`config.mk`:
```
export PLATFORM = sky130hd
export DESIGN_NAME = dcm_mode_config
export DESIGN_NICKNAME = d
export VERILOG_FILES = /design/src/core/dcm_pkg.sv /design/src/core/dcm_mode_config.sv /design/src/core/dcm_float_scale.sv
export SDC_FILE = /design/constraint.sdc
export NUM_CORES = 2
export LEC_CHECK = 0
export ABC_AREA = 1
export BUFFER_PORTS_ARGS = -buffer_cell sky130_fd_sc_hd__buf_2
export CORE_MARGIN = 2
export CORE_UTILIZATION = 25
export DETAILED_ROUTE_END_ITERATION = 8
export PLACE_DENSITY = 0.38
export SLEW_MARGIN = 20
export SYNTH_ARGS = -nofsm -noshare
export SYNTH_HDL_FRONTEND = slang
export SYNTH_SLANG_ARGS = --single-unit
```
`constraint.sdc`:
```
create_clock -name CLK -period 10.5 [get_ports CLK]
set_input_delay 1.05 -clock CLK [delete_from_list [all_inputs] [get_ports CLK]]
set_output_delay 1.05 -clock CLK [all_outputs]
set_load 0.05 [all_outputs]
```
`src/core/dcm_pkg.sv`:
```
// Constants and types for the density calculation mode configuration
package dcm_pkg;
    localparam logic [15:0] DCM_ADDR_MODE = 16'h683a;
    localparam logic [15:0] DCM_ADDR_MAIN = 16'h683c;
    localparam logic [15:0] DCM_ADDR_ADD = 16'h683e;
    localparam logic [15:0] DCM_ADDR_TAU = 16'h6848;

    localparam logic [2:0] DCM_MODE_NONE = 3'h0;
    localparam logic [2:0] DCM_MODE_CRUDE = 3'h1;
    localparam logic [2:0] DCM_MODE_REFINED = 3'h2;
    localparam logic [2:0] DCM_MODE_LUBE = 3'h3;
    localparam logic [2:0] DCM_MODE_NET_OIL = 3'h4;
    localparam logic [2:0] DCM_MODE_SHARE = 3'h5;
    localparam logic [2:0] DCM_MODE_SPECIAL = 3'h6;
    localparam logic [2:0] DCM_MODE_SHARE_MEAS = 3'h7;
    localparam int DCM_MODE_W = 3;

    localparam logic [31:0] DCM_SRC_SENSOR = 32'h00000001;

    // IEEE single precision, kg/m3, except the full share in percent
    localparam logic [31:0] DCM_OIL_MIN = 32'h4418a666;
    localparam logic [31:0] DCM_OIL_MAX = 32'h44917000;
    localparam logic [31:0] DCM_WATER_MIN = 32'h44794000;
    localparam logic [31:0] DCM_WATER_MAX = 32'h44a28000;
    localparam logic [31:0] DCM_SHARE_FULL = 32'h42c80000;

    // Scale factors as value times 2^23
    localparam logic [23:0] DCM_K_UPPER = 24'h8ccccd;
    localparam logic [23:0] DCM_K_LOWER = 24'h733333;

    localparam logic [31:0] DCM_RST_MODE = 32'h00000000;
    localparam logic [31:0] DCM_RST_MAIN = 32'h447a0000;
    localparam logic [31:0] DCM_RST_ADD = 32'h447a0000;
    localparam logic [31:0] DCM_RST_TAU = 32'h40000000;

    localparam int DCM_ERR_BIT = 13;

    typedef enum logic [1:0]
    {
        DCM_BASIS_MEASURED,
        DCM_BASIS_STANDARD,
        DCM_BASIS_MAIN_PORTION
    } dcm_basis_t;
endpackage : dcm_pkg

```
`src/core/dcm_mode_config.sv`:
```
// Register bank and validity checks for special density calculation modes
// How it works
// - Mode none: standard equals compensated, share 100%
// - Modes 1-3: volume from calculated standard density
// - Net oil: share computed, volume from main portion
// - Mode 5: share computed, volume from main portion
// - Special mode accepted only with option present
// - Mode 7: share computed, volume from measured density
// - Modes act only when density source is 1
// - Petroleum modes: display shows standard density
// - Net oil crude density range check, bit 13
// - Net oil water density range check, bit 13
// - Mode 5 densities must differ over 10%
// - Substance densities used only in modes 4,5
// - Filter time constant register, default 2 s
// - Source value 1 means density from sensor
module dcm_mode_config
    import dcm_pkg::*;
(
    input wire logic CLK,
    input wire logic RST,
    input wire logic REG_SEL,
    input wire logic REG_WR,
    input wire logic [15:0] REG_ADDR,
    input wire logic [31:0] REG_WDATA,
    output logic [31:0] REG_RDATA,
    output logic REG_ACK,
    output logic REG_NAK,
    input wire logic SPECIAL_FUNC_PRESENT,
    input wire logic [31:0] DENSITY_SOURCE_CONFIG,
    input wire logic [31:0] COMPENSATED_DENSITY,
    input wire logic [31:0] CALC_STANDARD_DENSITY,
    input wire logic [31:0] CALC_MAIN_SHARE,
    output logic [31:0] STANDARD_DENSITY_RESULT,
    output logic [31:0] MAIN_SUBSTANCE_VOLUME_SHARE,
    output logic [2:0] ACTIVE_MODE,
    output logic [1:0] VOLUME_BASIS,
    output logic STANDARD_CALC_EN,
    output logic SHARE_CALC_EN,
    output logic SUBSTANCE_DENSITY_USE,
    output logic LOCAL_DISPLAY_STANDARD,
    output logic [31:0] DENSITY_FILTER_TAU,
    output logic [31:0] ERROR_FLAGS_WORD
);
    logic [2:0] special_density_mode_r;
    logic [31:0] main_substance_density_r;
    logic [31:0] added_substance_density_r;
    logic [31:0] density_filter_time_constant_r;
    logic opt_meta_r;
    logic opt_sync_r;
    logic [31:0] main_upper;
    logic [31:0] main_lower;
    logic [31:0] error_nxt;

    // Option pin comes from outside the clock domain
    always_ff @(posedge CLK or posedge RST)
    begin
        if (RST)
        begin
            opt_meta_r <= 1'b0;
            opt_sync_r <= 1'b0;
        end
        else
        begin
            opt_meta_r <= SPECIAL_FUNC_PRESENT;
            opt_sync_r <= opt_meta_r;
        end
    end

    wire logic wr = REG_SEL && REG_WR;
    wire logic hit_mode = REG_ADDR == DCM_ADDR_MODE;
    wire logic hit_main = REG_ADDR == DCM_ADDR_MAIN;
    wire logic hit_add = REG_ADDR == DCM_ADDR_ADD;
    wire logic hit_tau = REG_ADDR == DCM_ADDR_TAU;
    wire logic hit_any = hit_mode || hit_main || hit_add || hit_tau;
    wire logic mode_code_ok = REG_WDATA[31:DCM_MODE_W] == '0;
    wire logic mode_special = REG_WDATA[2:0] == DCM_MODE_SPECIAL;
    wire logic mode_allowed = mode_code_ok && (!mode_special || opt_sync_r);
    wire logic wr_refused = wr && hit_mode && !mode_allowed;
    // One 32-bit word per register, no half-word access
    wire logic wr_mode = wr && hit_mode && mode_allowed;
    wire logic wr_main = wr && hit_main;
    wire logic wr_add = wr && hit_add;
    wire logic wr_tau = wr && hit_tau;
    wire logic rd_req = REG_SEL && !REG_WR;
    wire logic ack_nxt = REG_SEL && hit_any && !wr_refused;
    wire logic nak_nxt = REG_SEL && (!hit_any || wr_refused);
    wire logic [31:0] rd_mux =
        hit_mode ? {29'h0, special_density_mode_r} :
        hit_main ? main_substance_density_r :
        hit_add ? added_substance_density_r :
        hit_tau ? density_filter_time_constant_r : 32'h00000000;

    // Refused mode writes leave the old mode in force
    always_ff @(posedge CLK or posedge RST)
    begin
        if (RST)
            special_density_mode_r <= DCM_RST_MODE[2:0];
        else if (wr_mode)
            special_density_mode_r <= REG_WDATA[2:0];
    end

    always_ff @(posedge CLK or posedge RST)
    begin
        if (RST)
            main_substance_density_r <= DCM_RST_MAIN;
        else if (wr_main)
            main_substance_density_r <= REG_WDATA;
    end

    always_ff @(posedge CLK or posedge RST)
    begin
        if (RST)
            added_substance_density_r <= DCM_RST_ADD;
        else if (wr_add)
            added_substance_density_r <= REG_WDATA;
    end

    always_ff @(posedge CLK or posedge RST)
    begin
        if (RST)
            density_filter_time_constant_r <= DCM_RST_TAU;
        else if (wr_tau)
            density_filter_time_constant_r <= REG_WDATA;
    end

    always_ff @(posedge CLK or posedge RST)
    begin
        if (RST)
        begin
            REG_RDATA <= 32'h00000000;
            REG_ACK <= 1'b0;
            REG_NAK <= 1'b0;
        end
        else
        begin
            REG_RDATA <= (rd_req && hit_any) ? rd_mux : 32'h00000000;
            REG_ACK <= ack_nxt;
            REG_NAK <= nak_nxt;
        end
    end

    // Ten percent band around the main density, one cycle of latency
    dcm_float_scale #(.FACTOR(DCM_K_UPPER)) u_upper
    (
        .clk(CLK),
        .rst(RST),
        .value_in(main_substance_density_r),
        .value_out(main_upper)
    );

    dcm_float_scale #(.FACTOR(DCM_K_LOWER)) u_lower
    (
        .clk(CLK),
        .rst(RST),
        .value_in(main_substance_density_r),
        .value_out(main_lower)
    );

    wire logic src_sensor = DENSITY_SOURCE_CONFIG == DCM_SRC_SENSOR;
    wire logic [2:0] eff_mode = src_sensor ? special_density_mode_r : DCM_MODE_NONE;
    wire logic is_petro = eff_mode == DCM_MODE_CRUDE || eff_mode == DCM_MODE_REFINED ||
        eff_mode == DCM_MODE_LUBE;
    wire logic is_net = eff_mode == DCM_MODE_NET_OIL;
    wire logic is_share = eff_mode == DCM_MODE_SHARE;
    wire logic is_share_meas = eff_mode == DCM_MODE_SHARE_MEAS;
    wire logic share_on = is_net || is_share || is_share_meas;
    wire logic [31:0] m = main_substance_density_r;
    wire logic [31:0] a = added_substance_density_r;

    // Sign bit set means negative, which fails every range; positive floats order as integers
    wire logic oil_bad = m[31] || m < DCM_OIL_MIN || m > DCM_OIL_MAX;
    wire logic water_bad = a[31] || a < DCM_WATER_MIN || a > DCM_WATER_MAX;
    wire logic near_main = a[31] || m[31] || (a <= main_upper && a >= main_lower);
    wire logic subst_bad = (is_net && (oil_bad || water_bad)) ||
        (is_share && near_main);

    // Flag position lives in the package so the host map has one home
    always_comb
    begin
        error_nxt = 32'h00000000;
        error_nxt[DCM_ERR_BIT] = subst_bad;
    end

    wire dcm_basis_t basis_nxt =
        is_petro ? DCM_BASIS_STANDARD :
        (is_net || is_share) ? DCM_BASIS_MAIN_PORTION :
        DCM_BASIS_MEASURED;

    always_ff @(posedge CLK or posedge RST)
    begin
        if (RST)
        begin
            STANDARD_DENSITY_RESULT <= 32'h00000000;
            MAIN_SUBSTANCE_VOLUME_SHARE <= DCM_SHARE_FULL;
            ACTIVE_MODE <= DCM_MODE_NONE;
            VOLUME_BASIS <= DCM_BASIS_MEASURED;
            STANDARD_CALC_EN <= 1'b0;
            SHARE_CALC_EN <= 1'b0;
            SUBSTANCE_DENSITY_USE <= 1'b0;
            LOCAL_DISPLAY_STANDARD <= 1'b0;
            DENSITY_FILTER_TAU <= DCM_RST_TAU;
            ERROR_FLAGS_WORD <= 32'h00000000;
        end
        else
        begin
            STANDARD_DENSITY_RESULT <= (eff_mode == DCM_MODE_NONE) ?
                COMPENSATED_DENSITY : CALC_STANDARD_DENSITY;
            MAIN_SUBSTANCE_VOLUME_SHARE <= share_on ? CALC_MAIN_SHARE : DCM_SHARE_FULL;
            ACTIVE_MODE <= eff_mode;
            VOLUME_BASIS <= basis_nxt;
            STANDARD_CALC_EN <= is_petro;
            SHARE_CALC_EN <= share_on;
            SUBSTANCE_DENSITY_USE <= is_net || is_share;
            LOCAL_DISPLAY_STANDARD <= is_petro;
            DENSITY_FILTER_TAU <= density_filter_time_constant_r;
            // Level follows the live check, clears itself when values are valid
            ERROR_FLAGS_WORD <= error_nxt;
        end
    end
endmodule : dcm_mode_config

```
`src/core/dcm_float_scale.sv`:
```
// Multiplies a positive single precision value by a fixed factor
module dcm_float_scale
    import dcm_pkg::*;
#(
    parameter logic [23:0] FACTOR = 24'h800000
)
(
    input wire logic clk,
    input wire logic rst,
    input wire logic [31:0] value_in,
    output logic [31:0] value_out
);
    wire logic [23:0] mant = {1'b1, value_in[22:0]};
    wire logic [47:0] prod = 48'(mant) * 48'(FACTOR);
    wire logic [7:0] exp_in = value_in[30:23];
    logic [31:0] value_nxt;

    // Factor lies in [0.5, 2), so at most one step either way
    always_comb
    begin
        if (exp_in == 8'h00 || exp_in >= 8'hfe)
            value_nxt = {1'b0, exp_in, 23'h000000};
        else if (prod[47])
            value_nxt = {value_in[31], 8'(exp_in + 8'h01), prod[46:24]};
        else if (prod[46])
            value_nxt = {value_in[31], exp_in, prod[45:23]};
        else
            value_nxt = {value_in[31], 8'(exp_in - 8'h01), prod[44:22]};
    end

    always_ff @(posedge clk or posedge rst)
    begin
        if (rst)
            value_out <= 32'h00000000;
        else
            value_out <= value_nxt;
    end
endmodule : dcm_float_scale

```
* After elaboration in Yosys (flattened, before gate mapping)
Cells that the tools add are included.
** Word-level totals
- Flip-flop bits (word level) :: 304
- Latch bits :: 0
- RAM bits :: 0
- Bits in read-only memories :: 0
- Input bits :: 181
- Output and inout bits :: 171
- Memories kept :: 0
** Cells by class
- Add/subtract/negate cells :: 2
- Multiply operators :: 2
- Div/mod/pow operators :: 0
- Magnitude comparators :: 7
- Equal/unequal tests :: 12
- Shifts and indexed selects :: 0
- Mux-type cells :: 15
- Bitwise operators :: 0
- Reductions and logical operators :: 42
** Operators with widths (count)
- $mux W32 :: 9
- $mux W31 :: 3
- $eq A16 B15 Y1 const B :: 4
- $gt A32 B31 Y1 const B :: 2
- $lt A32 B31 Y1 const B :: 2
- $mul A24 B24 Y48 const B :: 1
- $mul A24 B23 Y47 const B :: 1
- $eq A32 B1 Y1 const B :: 1
- $ge A32 B32 Y1 :: 1
- $le A32 B32 Y1 :: 1
- $logic_not A29 Y1 :: 1
- $logic_or A1 B1 Y1 :: 18
- $logic_and A1 B1 Y1 :: 16
- $eq A3 B3 Y1 const B :: 4
- $add A8 B1 Y8 const B :: 1
- $ge A8 B8 Y1 const B :: 1
- $logic_not A8 Y1 :: 1
- $sub A8 B1 Y8 const B :: 1
- $eq A3 B2 Y1 const B :: 2
- $logic_not A1 Y1 :: 5
- $mux W2 :: 2
- $eq A3 B1 Y1 const B :: 1
- $logic_not A3 Y1 :: 1
- $mux W3 :: 1

* Logic depth before layout (Yosys ltp)
- Depth in word-level cells :: 8
- Mapped depth :: 34
- Mapped depth without buffers :: 34

* By module
A second synthesis with hierarchy kept.
** Second synthesis, totals
- Cells, all modules :: 4680
- Area total of the unflattened synthesis :: 37626.1 um^2
** Modules (own cells, without submodules)
- dcm_float_scale at u_upper :: times used 1, cells each 1681, area an instance 13125.1 um^2, seq. area each 800.8 um^2
- dcm_float_scale at u_lower :: times used 1, cells each 1601, area an instance 12659.6 um^2, seq. area each 800.8 um^2
- dcm_mode_config :: times used 1, cells each 1398, area an instance 11841.4 um^2, seq. area each 6007.0 um^2

* Least setup slack after synthesis
No wires, ideal clock.
- Kind :: reg2reg
- From :: register main_substance_density_r[5], in the netlist m[5]
- To :: register u_lower.value_out[23]
- Arrival time :: 6243 ps
- Required time :: 10383 ps
- Path slack :: 4140 ps
- Stages on the path, launching flop included :: 29
- Cells stage by stage :: dfrtp_1 > inv_1 > fa_1 > inv_1 > fa_1 > fa_1 > inv_1 > fa_1 > fa_1 > inv_1 > fa_1 > inv_1 > fa_1 > inv_1 > ha_1 > nand2_1 > nor2_1 > inv_1 > nor2_1 > nand2_1 > nand3_1 > nand2_1 > nand4_1 > nand2_2 > nand2_2 > inv_2 > buf_4 > nand2_1 > nand2_1
** On the way
- Cells in the longest elaborated chain, start to end :: 3
** RTL lines
- start, declared :: line dcm_mode_config.sv:46 : logic [31:0] main_substance_density_r;
- start signal, assigned :: line dcm_mode_config.sv:106 : main_substance_density_r <= DCM_RST_MAIN;
- start signal, assigned :: line dcm_mode_config.sv:108 : main_substance_density_r <= REG_WDATA;
- $mul A24 B23 Y47 :: line dcm_float_scale.sv:14 : wire logic [47:0] prod = 48'(mant) * 48'(FACTOR);
- $mux W31 :: line dcm_float_scale.sv:25 : else if (prod[46])
- $mux W32 :: line dcm_float_scale.sv:21 : if (exp_in == 8'h00 || exp_in >= 8'hfe)
- net u_lower.value_nxt[23] :: line dcm_float_scale.sv:16 : logic [31:0] value_nxt;
- end signal, assigned :: line dcm_float_scale.sv:36 : value_out <= value_nxt;
- end, declared :: line dcm_float_scale.sv:11 : output logic [31:0] value_out
The timed path passes the listed nets, and every way through them passes these cells.
A chain may end at the register's enable or synchronous reset.

* Final worst setup path
- From :: register main_substance_density_r[17], in the netlist m[17]
- To :: register u_upper.value_out[7]
** On the way
- Cells in the longest elaborated chain, start to end :: 4
** RTL lines
- $mul A24 B24 Y48 (*) :: line dcm_float_scale.sv:14
- $mux W31 :: line dcm_float_scale.sv:25
- $mux W31 (*) :: line dcm_float_scale.sv:23 : else if (prod[47])
- $mux W32 (*) :: line dcm_float_scale.sv:21
- net u_upper.value_nxt[7] :: line dcm_float_scale.sv:16
- end signal, assigned :: line dcm_float_scale.sv:36
- end, declared :: line dcm_float_scale.sv:11
Mark *: on every way through the listed nets, which the timed path passes. The rest lies on a longest branch.

==> impl_metrics.json <==
{
  "status": "completed",
  "yosysUniqueCellTypes": 51,
  "maxSlewHeadroom_pct": 36.2,
  "layout_worst_path_cycle_share_pct": 73.3,
  "grt_setup_unrepaired": "false",
  "portBuffers": 320,
  "fp.dieW_um": 387,
  "ys_seq_area_share_pct": 20.7,
  "die-area_sq_mm": 0.150,
  "finalSetupViolations": 0,
  "grt_pass1_vias": 31200,
  "p_per_area_mw_per_mm2": 62.9,
  "tns_ns": 0,
  "grt_overflow_total": 0,
  "ant_nets": 0,
  "synth-async-reset-ratio_pct": 100,
  "hold_violations": 0,
  "cts_max_level": 2,
  "final_cell_mix": "1201 x inv_1, 871 x nand2_1, 544 x ha_1",
  "hold_buffers": 0,
  "final_core_util_pct": 28.7,
  "fill_cells": 16000,
  "crit_required_ns": 10.91,
  "start_kind": "register",
  "min_from": "opt_meta_r",
  "synth.avg_cell_area_sq_um": 8.11,
  "drt_pass1_iterations": 5,
  "path_common_cell": "nand2_1",
  "start_util_pct": 25.2,
  "place.gp.congestion": 0.886,
  "synth_edf_count": 0,
  "r2r-start": "m[17]",
  "critPathSlowestCell": "dfstp_2",
  "wl_per_cell_um": 20.9,
  "cts_buffers": 34,
  "wirelength_mm": 142,
  "antenna_found_initial": 7,
  "drcViolationCount": 0,
  "critPathKind": "register to register",
  "holdPathStages": 0,
  "track_usage_pct": 19.0,
  "vias": 29900,
  "cts_tree": "built",
  "yosysWarnings": 0,
  "area_delta_synth_final_pct": 14.0,
  "setup_ws_ns": 2.80,
  "arrival_ns": 8.11,
  "netlist_area_sq_mm": 0.0367,
  "vias_per_cell": 4.39,
  "clkLatencyLatePin_ns": 0.55,
  "ctsResizeCount": 0,
  "max_cap_violations": 0,
  "crit_path_max_fanout": 20,
  "tightest_slew_ns": 0.957,
  "ff2ff_path_depth": 27,
  "hpwlAfterDp_mm": 122,
  "cts_root_buf": "clkbuf_16",
  "fmax_ghz": 0.130,
  "worst_path_largest_cell_delay_ns": 0.83,
  "p_total_mw": 2.63,
  "cts_sinks": 302,
  "fin_crit_ns": 7.70,
  "die_h_um": 387,
  "core_area_sq_mm": 0.146,
  "syn_inst": 4530,
  "io_pins": 352,
  "ys_ff_latch": 302,
  "cellLeakagePower_nw": 23.9,
  "final_common_cell": "inv_1",
  "dp_slack_ns": 2.82,
  "clockBufferDepth": 3,
  "worst_hold_path.endpoint": "opt_sync_r",
  "r2r_slack_ns": 2.80,
  "nets": 6000,
  "skew_ns": 0.0279,
  "grt_max_degree": 97,
  "slew_viol_final": 0,
  "rows": 140,
  "layout-drive-gt1-share_pct": 10.5,
  "grt_pass1_wl_mm": 212,
  "cts.reportedPaths.clkPinSlew_ns": 0.07,
  "ir_drop_uv": 80.6,
  "end_kind": "register",
  "hold_class": "register to register",
  "drtIter0Drc": 2077,
  "synth-main-ff-cell": "dfrtp_1",
  "cts_setup_buffers": 0,
  "worstReg2RegEnd": "u_upper.value_out[7]"
}
==> registers in the layout, indices dropped and copies added (netlist names), 2 cells and up <==
name,flops
REG_RDATA,32
VOLUME_BASIS,2
u_upper.value_out,31
MAIN_SUBSTANCE_VOLUME_SHARE,32
ACTIVE_MODE,3
density_filter_time_constant_r,32
m,32
special_density_mode_r,3
u_lower.value_out,32
STANDARD_DENSITY_RESULT,32
DENSITY_FILTER_TAU,32
a,32
==> critical path, delay by kind of cell, from the launching register on <==
kind                       cells  cell delay, ns
buffers and inverters          6            0.73
AOI/OAI and AO/OA              1            0.30
adders and majority gates      8            4.01
and+or+nand+nor               12            1.65
DFF                            1            0.83
==> worst max path at each step <==
stage	start	endpoint	slack (ns)	cells after the start
after detailed placement	m[17]	u_upper.value_out[1]	2.82	27
after CTS	m[17]	u_lower.value_out[9]	2.75	29
after global routing	m[17]	u_upper.value_out[2]	2.37	27
final	m[17]	u_upper.value_out[7]	2.80	27
after global placement	m[17]	u_upper.value_out[18]	2.86	27
after floorplan	RST	ACTIVE_MODE[0]	1.14	1
==> stage by stage <==
| stage | instances | area, sq um | hold slack, ns |
|---|---|---|---|
| 2_1_floorplan | 4560 | 36800 | 0.331 |
| 3_3_place_gp | 6746 | 40600 | 0.338 |
| 3_5_place_dp | 6746 | 40700 | 0.344 |
| 4_1_cts | 6807 | 41800 | 0.360 |
| 5_1_grt | 6807 | 41800 | 0.366 |
| 6_report | 6808 | 41900 | 0.354 |
==> layout make-up <==
class / instances / area (sq um) / share of cell area, %
clock buffers: 45 / 953 / 2.28
multi-input cells: 2951 / 24200 / 57.8
well taps: 1917 / 2400 / 5.73
repair buffers: 363 / 1920 / 4.60
diodes: 1 / 2.50 / 0.00598
flip-flops and latches: 302 / 7580 / 18.1
clock inverters: 16 / 241 / 0.577
inverters: 1213 / 4560 / 10.9
==> layer usage <==
metal	part of all wire, %	vias up	global-route usage (%)
met2	47	749	32.4
li1	-	14400	-
met5	0	-	0
met3	3.9	99	1.62
met1	47	14600	26.2
met4	1.8	0	3.54
==> cell usage after synthesis, drive strengths merged (2+ instances only) <==
cell,number,area [sq um]
a211oi,13,97.6
a21boi,3,22.5
a21o,11,82.6
a21oi,157,797
a221oi,10,87.6
a311oi,2,17.5
a31oi,10,62.6
and2,6,38.8
and3,5,31.3
buf,49,367
clkbuf,45,169
dfrtp,281,7030
dfstp,21,552
fa,410,8210
ha,544,6810
inv,1212,4550
nand2,891,3390
nand3,133,696
nand3b,11,82.6
nand4,48,313
nor2,303,1190
nor3,30,155
nor3b,4,30.0
nor4,18,113
o211ai,14,105
o21a,4,30.0
o21ai,218,1090
o21bai,24,180
o22ai,3,18.8
or2,9,56.3
xnor2,11,96.3
xor2,25,219
==> kinds of logic after synthesis <==
group | count (synthesis) | share of synthesized area [%]
fa+ha+maj | 954 | 40.9
xor+xnor | 36 | 0.859
simple gates | 1458 | 16.6
compound gates | 472 | 7.13
flops | 302 | 20.7
buf+inv | 1307 | 13.9
other cells | 1 | 0.0102
==> report_power, final <==
group,switching (mW),total [mW],internal (mW)
clock,0.535,1.30,0.770
combinational,0.117,0.156,0.0387
sequential,0.00210,1.17,1.17
total,0.654,2.63,1.98
No activity file was read; power rests on OpenSTA's default activity.
